## src/lem_pkg.sv

```systemverilog
// Constants for the loss-of-signal and event monitor register bank
//Contract
// - Error events of every kind are counted unless their type is masked.
// - Mask bit 4 set stops PLL clock errors counting; clear lets them count.
// - Mask bit 3 set stops FIFO errors counting; clear lets them count.
// - Mask bit 2 set stops clock detect errors counting; clear counts them.
// - Mask bit 1 set stops clock loss errors counting; clear counts them.
// - Mask bit 0 set stops data loss errors counting; clear counts them.
// - Override bit 1 forces the loss indicator low; clear leaves detection.
// - Override bit 0 forces the loss indicator high and wins over bit 1.
// - A status read returns a byte whose six low bits report each input.
// - Status bit 5 reads 1 with no forwarded clock and 0 with a clock.
// - Status bits 4 to 0 read 1 for a lane without data and 0 with data.
package lem_pkg;

	// Register offsets
	localparam logic [7:0] ADDR_EVENT_COUNT_MASK = 8'h27;
	localparam logic [7:0] ADDR_LOSS_INDICATOR_OVERRIDE = 8'h28;
	localparam logic [7:0] ADDR_SIGNAL_LOSS_STATUS = 8'h29;

	// Field positions in the event count mask
	localparam int PLL_CLOCK_MASK_BIT = 4;
	localparam int FIFO_ERROR_MASK_BIT = 3;
	localparam int INPUT_CLOCK_DETECT_MASK_BIT = 2;
	localparam int CLOCK_LOSS_MASK_BIT = 1;
	localparam int DATA_LOSS_MASK_BIT = 0;

	// Field positions in the override register
	localparam int LOSS_FORCE_LOW_BIT = 1;
	localparam int LOSS_FORCE_HIGH_BIT = 0;

	// Field position of the clock flag in the status register
	localparam int CLOCK_LOSS_FLAG_BIT = 5;

	// Writable bits and reset values
	localparam logic [7:0] MASK_WRITABLE = 8'h1F;
	localparam logic [7:0] OVERRIDE_WRITABLE = 8'h03;
	localparam logic [7:0] MASK_RESET = 8'h00;
	localparam logic [7:0] OVERRIDE_RESET = 8'h00;
	localparam logic [7:0] READ_RESET = 8'h00;

	// Link shape
	localparam int NUM_LANES = 5;
	localparam int NUM_INPUTS = 6;

	// Inactivity time before an input counts as lost
	localparam int CLK_PERIOD_NS = 10;
	localparam int LOSS_TIME_NS = 400;
	localparam int LOSS_CYCLES =
		(LOSS_TIME_NS + CLK_PERIOD_NS - 1) / CLK_PERIOD_NS;
	localparam int IDLE_W = 8;

	// Event counters saturate
	localparam int COUNT_W = 8;
	localparam logic [7:0] COUNT_MAX = 8'hFF;
	localparam logic [7:0] COUNT_RESET = 8'h00;

endpackage

```

## src/lem_activity_det.sv

```systemverilog
// Activity detector: flags one input lost after a quiet spell
module lem_activity_det #(
	parameter int unsigned TIMEOUT = lem_pkg::LOSS_CYCLES
) (
	// Clock and reset
	input wire logic ref_clk,
	input wire logic reset,
	// Monitored line, asynchronous
	input wire logic line_in,
	// Loss flag
	output logic loss_q
);

	localparam logic [7:0] LAST = 8'(TIMEOUT - 1);

	typedef struct packed {
		logic [2:0] sync;
		logic [7:0] idle;
		logic loss;
	} lem_det_t;

	lem_det_t st_q;
	lem_det_t st_d;
	logic toggled;

	// Edge seen only past the second stage, never on the first
	assign toggled = st_q.sync[2] ^ st_q.sync[1];

	always_comb begin
		st_d = st_q;
		st_d.sync = {st_q.sync[1:0], line_in};
		if (toggled) begin
			st_d.idle = '0;
			st_d.loss = 1'b0;
		end else if (st_q.idle >= LAST) begin
			st_d.loss = 1'b1;
		end else begin
			st_d.idle = st_q.idle + 8'h01;
		end
	end

	always_ff @(posedge ref_clk) begin
		if (reset) begin
			st_q <= '0;
		end else begin
			st_q <= st_d;
		end
	end

	assign loss_q = st_q.loss;

endmodule

```

## src/lem_monitor.sv

```systemverilog
// Loss-of-signal monitor, event masking and override register bank
module lem_monitor (
	// Clock and reset
	input wire logic ref_clk,
	input wire logic reset,
	// Register port
	input wire logic [7:0] reg_addr,
	input wire logic reg_wr,
	input wire logic reg_rd,
	input wire logic [7:0] reg_wdata,
	output logic [7:0] reg_rdata,
	// Link inputs, asynchronous
	input wire logic forwarded_input_clock,
	input wire logic [4:0] lane_data,
	// Error events from same-clock logic, one-cycle pulses
	input wire logic pll_clock_error,
	input wire logic fifo_error,
	input wire logic input_clock_detect_error,
	// Indicator and counts
	output logic signal_loss_indicator,
	output logic [7:0] pll_error_count,
	output logic [7:0] fifo_error_count,
	output logic [7:0] clock_detect_error_count,
	output logic [7:0] clock_loss_count,
	output logic [7:0] data_loss_count
);

	typedef struct packed {
		logic [7:0] mask;
		logic [7:0] ovr;
		logic [7:0] rdata;
		logic indicator;
		logic clk_prev;
		logic [4:0] lane_prev;
		logic [7:0] cnt_pll;
		logic [7:0] cnt_fifo;
		logic [7:0] cnt_det;
		logic [7:0] cnt_clk;
		logic [7:0] cnt_data;
	} lem_regs_t;

	lem_regs_t st_q;
	lem_regs_t st_d;
	logic [5:0] loss_flags;
	logic [4:0] lane_data_loss_flags;
	logic clock_loss_flag;
	logic hit_pll;
	logic hit_fifo;
	logic hit_det;
	logic hit_clk;
	logic hit_data;

	// One detector per input; bit 5 is the forwarded clock
	for (genvar i = 0; i < lem_pkg::NUM_INPUTS; i++) begin : g_det
		lem_activity_det #(
			.TIMEOUT(lem_pkg::LOSS_CYCLES)
		) u_det (
			.ref_clk(ref_clk),
			.reset(reset),
			.line_in(i == lem_pkg::CLOCK_LOSS_FLAG_BIT ?
				forwarded_input_clock : lane_data[i % lem_pkg::NUM_LANES]),
			.loss_q(loss_flags[i])
		);
	end

	assign clock_loss_flag = loss_flags[lem_pkg::CLOCK_LOSS_FLAG_BIT];
	assign lane_data_loss_flags = loss_flags[4:0];

	// Masked events never reach the counters
	assign hit_pll = pll_clock_error
		& ~st_q.mask[lem_pkg::PLL_CLOCK_MASK_BIT];
	assign hit_fifo = fifo_error
		& ~st_q.mask[lem_pkg::FIFO_ERROR_MASK_BIT];
	assign hit_det = input_clock_detect_error
		& ~st_q.mask[lem_pkg::INPUT_CLOCK_DETECT_MASK_BIT];
	// Loss counts once per onset, not per cycle lost
	assign hit_clk = clock_loss_flag & ~st_q.clk_prev
		& ~st_q.mask[lem_pkg::CLOCK_LOSS_MASK_BIT];
	assign hit_data = |(lane_data_loss_flags & ~st_q.lane_prev)
		& ~st_q.mask[lem_pkg::DATA_LOSS_MASK_BIT];

	function automatic logic [7:0] sat_inc(input logic [7:0] c,
			input logic hit);
		if (hit && c != lem_pkg::COUNT_MAX) begin
			sat_inc = c + 8'h01;
		end else begin
			sat_inc = c;
		end
	endfunction

	always_comb begin
		st_d = st_q;
		st_d.clk_prev = clock_loss_flag;
		st_d.lane_prev = lane_data_loss_flags;
		// Saturating so a stuck fault cannot wrap to a small count
		st_d.cnt_pll = sat_inc(st_q.cnt_pll, hit_pll);
		st_d.cnt_fifo = sat_inc(st_q.cnt_fifo, hit_fifo);
		st_d.cnt_det = sat_inc(st_q.cnt_det, hit_det);
		st_d.cnt_clk = sat_inc(st_q.cnt_clk, hit_clk);
		st_d.cnt_data = sat_inc(st_q.cnt_data, hit_data);
		if (reg_wr) begin
			if (reg_addr == lem_pkg::ADDR_EVENT_COUNT_MASK) begin
				st_d.mask = reg_wdata & lem_pkg::MASK_WRITABLE;
			end
			if (reg_addr == lem_pkg::ADDR_LOSS_INDICATOR_OVERRIDE) begin
				st_d.ovr = reg_wdata & lem_pkg::OVERRIDE_WRITABLE;
			end
		end
		if (reg_rd) begin
			unique case (reg_addr)
				lem_pkg::ADDR_EVENT_COUNT_MASK: begin
					st_d.rdata = st_q.mask;
				end
				lem_pkg::ADDR_LOSS_INDICATOR_OVERRIDE: begin
					st_d.rdata = st_q.ovr;
				end
				lem_pkg::ADDR_SIGNAL_LOSS_STATUS: begin
					st_d.rdata = {2'b00, loss_flags};
				end
				default: begin
					st_d.rdata = 8'h00;
				end
			endcase
		end
		// Force high beats force low
		if (st_q.ovr[lem_pkg::LOSS_FORCE_HIGH_BIT]) begin
			st_d.indicator = 1'b1;
		end else if (st_q.ovr[lem_pkg::LOSS_FORCE_LOW_BIT]) begin
			st_d.indicator = 1'b0;
		end else begin
			st_d.indicator = |loss_flags;
		end
	end

	always_ff @(posedge ref_clk) begin
		if (reset) begin
			st_q <= '0;
		end else begin
			st_q <= st_d;
		end
	end

	assign reg_rdata = st_q.rdata;
	assign signal_loss_indicator = st_q.indicator;
	assign pll_error_count = st_q.cnt_pll;
	assign fifo_error_count = st_q.cnt_fifo;
	assign clock_detect_error_count = st_q.cnt_det;
	assign clock_loss_count = st_q.cnt_clk;
	assign data_loss_count = st_q.cnt_data;
endmodule

```

## config.mk

```make
export PLATFORM = sky130hd
export DESIGN_NAME = lem_monitor
export DESIGN_NICKNAME = d
export VERILOG_FILES = /design/src/lem_pkg.sv /design/src/lem_activity_det.sv /design/src/lem_monitor.sv
export SDC_FILE = /design/constraint.sdc
export NUM_CORES = 1
export LEC_CHECK = 0
export BUFFER_PORTS_ARGS = -buffer_cell sky130_fd_sc_hd__buf_2
export CORE_ASPECT_RATIO = 0.5
export CORE_UTILIZATION = 35
export CTS_CLUSTER_DIAMETER = 80
export DETAILED_ROUTE_END_ITERATION = 8
export PLACE_DENSITY = 0.62
export SYNTH_ARGS = -nofsm -noshare
export SYNTH_HDL_FRONTEND = slang
export SYNTH_HIERARCHICAL = 1
export SYNTH_SLANG_ARGS = --single-unit
```

## constraint.sdc

```tcl
create_clock -name ref_clk -period 3.1 [get_ports ref_clk]
set_input_delay 0.465 -clock ref_clk [delete_from_list [all_inputs] [get_ports ref_clk]]
set_output_delay 0.465 -clock ref_clk [all_outputs]
set_load 0.005 [all_outputs]
```

== After elaboration in Yosys (flattened, before gate mapping) ==
Cells that the tools add are included.

* Flip-flop bits (word level): 134
* Bits of input ports: 29
* Output and inout port bits: 49
* Logic and storage cells: 92

* Add/sub/neg operators: 11
* Magnitude comparators: 6
* Equal/unequal tests: 8
* Muxes and demuxes: 3
* Bitwise operators: 20
* Reductions and logical operators: 15

{| class="wikitable"
|+ Operators with widths
! operator !! count
|-
| $add 8x1->8 const B || 11
|-
| $ge 8x6->1 const B || 6
|-
| $ne 8x8->1 const B || 5
|-
| $eq 8x6->1 const B || 3
|-
| $pmux 6 s3 || 1
|-
| $reduce_or 2->1 || 6
|-
| $and 1x1->1 || 6
|-
| $not 1->1 || 6
|-
| $reduce_or 6->1 || 1
|-
| $xor 1x1->1 || 6
|-
| $and 5x5->5 || 1
|-
| $logic_and 1x1->1 || 5
|-
| $not 5->5 || 1
|-
| $reduce_or 5->1 || 1
|-
| $reduce_and 2->1 || 2
|-
| $mux 1 || 2
|}

== Logic depth before layout (Yosys ltp) ==
* Word-level depth: 5
* Depth in mapped cells: 6
* Gate-level depth less buffers: 6

== Modules after synthesis ==
The synthesis kept the hierarchy.

{| class="wikitable"
|+ Modules (own cells, without submodules)
! module !! instances !! cells an instance !! area an instance (um^2) !! sequential area each (um^2)
|-
| lem_activity_det || 6 || 53 || 516.7 || 240.2
|-
| lem_monitor || 1 || 355 || 3075.4 || 1201.2
|}

== Worst setup path before layout ==
OpenSTA, ideal clock, no wires.

* Kind: input to register
* Start: input port reg_addr[4]
* End: register st_q[63] (netlist bit)
* Library setup time: 0.128 ns
* Arrival: 1.542 ns
* Data required time: 2.972 ns
* Setup slack: 1.430 ns
* Stages: 5
* Path buffers: 0
* Cell sequence: or4b_4 > nor2_4 > nand3_2 > mux2i_1 > nor2_1

* Word-level cells in the longest chain between the ends: 2

{| class="wikitable"
|+ Ends and longest elaborated chain
! item !! line !! RTL
|-
| start, declared || lem_monitor.sv:7 || <nowiki>input wire logic [7:0] reg_addr,</nowiki>
|-
| $eq 8x6->1 || lem_monitor.sv:102 || <nowiki>if (reg_addr == lem_pkg::ADDR_EVENT_COUNT_MASK) begin</nowiki>
|-
| $reduce_and 2->1 (no line) || -- ||
|-
| end signal, assigned || lem_monitor.sv:139 || <nowiki>st_q <= st_d;</nowiki>
|-
| end, declared || lem_monitor.sv:42 || <nowiki>lem_regs_t st_q;</nowiki>
|}

No other way between the ends.
A chain may end at the register's enable or synchronous reset.

== Final worst setup path ==
* Start: register st_q, in the netlist data_loss_count[0]
* End: register st_q, in the netlist data_loss_count[7]

* Word-level cells in the longest chain between the ends: 2
* Elaborated cells between the ends (all ways): 3
* Classes of those cells: add/sub (1); eq/ne (1); reduce/logical (1)

{| class="wikitable"
|+ Ends and longest elaborated chain
! item
|-
| parallel branches: the longest is 2 deep, another holds $add 8x1->8
|}

Parallel ways; which one is timed is not known.

==> flow_metrics.env <==
export IMPL_synth_edf_count=0
export IMPL_hold_path_class="in2reg"
export IMPL_cts_tree="yes"
export IMPL_rsz0062_at_grt="no"
export IMPL_use_met3=0.0328
export IMPL_post_route_drc_count=0
export IMPL_viasPerCell=4.98
export IMPL_grt_pass1_wl_um=20200
export IMPL_synth_seq_cells=132
export IMPL_synth_top_cell_area_share=0.428
export IMPL_grt_pass1_vias=4275
export IMPL_ys_seq_area_frac=0.428
export IMPL_finalSetupTns_ps=0
export IMPL_antenna_found_initial=0
export IMPL_routedWlPerCell_um=12.9
export IMPL_crit_type="reg2reg"
export IMPL_clockRootBuffer="clkbuf_16"
export IMPL_fin_skew_ps=11.1
export IMPL_cap_viol_max_count=0
export IMPL_async_flop_share=0
export IMPL_num_rows=33
export IMPL_postCtsHoldBufs=0
export IMPL_die_w_um=190
export IMPL_yosysTopAreaCell="dfxtp_1"
export IMPL_worst_pin_slew_ps=775
export IMPL_port_buffer_count=72
export IMPL_die_area_um2=18200
export IMPL_yosys_warnings=6
export IMPL_drive_gt1_frac=0.173
export IMPL_slowest_stage="or4_1"
export IMPL_crit_buf_inv=0
export IMPL_syn_avg_cell_area_um2=9.18
export IMPL_synth_mux_area_frac=0.0375
export IMPL_place_hpwl_um=8510
export IMPL_gr_max_usage_layer="met2"
export IMPL_synthXorXnorAreaFrac=0.0326
export IMPL_clock_latency_ps=410
export IMPL_core_area_um2=16800
export IMPL_final_antenna_net_count=0
export IMPL_arrival_ps=2130
export IMPL_area_delta_synth_final_pct=13.7
export IMPL_finalCriticalPeriod_ps=1800
export IMPL_synth_most_common_cell="dfxtp_1"
export IMPL_cp_required_ps=3430
export IMPL_vias=4708
export IMPL_critPathMaxFanout=7
export IMPL_path_cells="ha_1 > nand3_1 > nor2_2 > or3_4 > or4_1 > a21oi_1"
export IMPL_ys_types=62
export IMPL_synth_area_top_cells="dfxtp_1 (43%), buf_4 (5.8%), mux2i_1 (3.6%)"
export IMPL_die_y_um=95.9
export IMPL_setup_viol=0
export IMPL_overflow=0
export IMPL_ir_drop_v=0.000372
export IMPL_post_cts_setup_buffers=0
export IMPL_initialDrtViolationCount=193
export IMPL_grt_util_met2=0.224
export IMPL_numCtsBuffers=17
export IMPL_syn_cell_area_um2=6180
export IMPL_start_kind="flop"
export IMPL_synth_commonest_cells="dfxtp_1 (132), nor2_1 (52), buf_4 (48)"
export IMPL_slowest_delay_ps=410
export IMPL_dp_cells=914
export IMPL_synth_compound_area_frac=0.137
export IMPL_relSlewSlack=0.483
export IMPL_first_pass_iters=4
export IMPL_grt_use_met1=0.180
export IMPL_path_clk_slew_ps=60
export IMPL_yosys_area_share_simple=0.254
export IMPL_nets=746
export IMPL_path_delay_family="simple AND/OR/NAND/NOR gates"
export IMPL_gp_congestion=0.868
export IMPL_clockBufferDepth=2
export IMPL_p_leak_nw=2.86
export IMPL_fmax_ghz=0.557
export IMPL_grt_use_total=0.140
export IMPL_period_share=0.579
export IMPL_powerDensity_nw_per_um2=577
export IMPL_io_pins=78
export IMPL_htreeDepth=4
export IMPL_synth_top_family_by_area="simple AND/OR/NAND/NOR gates"
export IMPL_finalMaxSlewViolations=0
export IMPL_wl_um=12200
export IMPL_fin_hold_ws_ps=270
export IMPL_initial_core_util=0.368
export IMPL_synthAdderAreaFrac=0.0223
export IMPL_fin_cells=945
export IMPL_synthFlopType="dfxtp_1"
export IMPL_cts_resized_gates=0
export IMPL_syn_instance_count=673
export IMPL_hold_viol=0
export IMPL_status="finished clean"
export IMPL_diodes=0
export IMPL_clkSinkCount=132
export IMPL_grt_max_degree=72
export IMPL_endpoint_kind="flop"
cell type report:
class	count	area (um2)
Fill cell	1613	9780
Clock buffer	22	464
Clock inverter	9	129
Timing Repair Buffer	73	370
Inverter	36	135
Tap cell	227	284
Multi-Input combinational cell	446	3000
Sequential cell	132	2640
registers in the layout, indices dropped and copies added (netlist names), 8 cells and up:
register / cells
g_det.u_det/st_q: 54
clock_detect_error_count: 8
pll_error_count: 8
clock_loss_count: 8
st_q: 13
fifo_error_count: 8
g_det.u_det/st_d: 12
data_loss_count: 8
per-stage QoR:
stage | setup slack [ps] | instance area, um2 | power, mW | util
floorplan | 1430 | 6180 | 2.00 | -
global placement | 1140 | 6430 | 2.06 | 0.383
detailed placement | 1110 | 6430 | 2.07 | 0.383
CTS | 1300 | 7020 | 4.11 | 0.418
global route | 1210 | 7020 | 4.24 | 0.418
finish | 1300 | 7020 | 4.05 | 0.418
layout by cell type (no fill, tap or decap), types with 7 or more instances in the layout:
cell,count
nor3_1,8
nand4_1,7
a31oi_1,8
xnor2_1,11
inv_1,36
o21a_1,13
dfxtp_1,132
nand3_1,35
and2_1,13
buf_2,71
a21oi_1,36
a211o_1,8
or3_1,15
xor2_1,12
o21ai_0,18
ha_1,11
or3b_2,13
nand2_1,19
nor2b_1,29
nand3b_1,19
nor2_1,52
clkbuf_16,17
mux2i_1,22
power by group:
group	total [mW]	internal, mW	switching (mW)
sequential	1.79	1.74	0.0429
combinational	0.249	0.124	0.125
clock	2.02	1.30	0.715
cell families (layout without fill, tap and decap cells):
| kind of cell | Yosys count | after routing |
|---|---|---|
| multiplexers | 23 | 23 |
| buffers and inverters | 96 | 140 |
| adder cells (fa/ha/maj) | 11 | 11 |
| AND/OR/NAND/NOR | 261 | 261 |
| XOR/XNOR | 23 | 23 |
| flip-flops | 132 | 132 |
| AO/OA/AOI/OAI | 126 | 126 |
| other | 1 | 2 |
metal layers:
layer,vias to the layer above,part of all wire
li1,2417,-
met5,-,0
met4,0,0.020
met2,76,0.44
met1,2193,0.51
met3,22,0.030
final timing paths:
path	from	endpoint	slack (ps)	cells past startpoint
setup / recovery	data_loss_count[0]$_SDFFE_PP0P_	data_loss_count[7]$_SDFFE_PP0P_	1300	6
hold / removal	forwarded_input_clock	g_det[5].u_det/st_d[10]$_SDFF_PP0_	270	2
setup reg to reg	data_loss_count[0]$_SDFFE_PP0P_	data_loss_count[7]$_SDFFE_PP0P_	1300	6
hold reg to reg	g_det[4].u_det/st_d[10]$_SDFF_PP0_	g_det[4].u_det/st_d[11]$_SDFF_PP0_	430	1
Note: power is estimated with default switching activity, not from simulation.
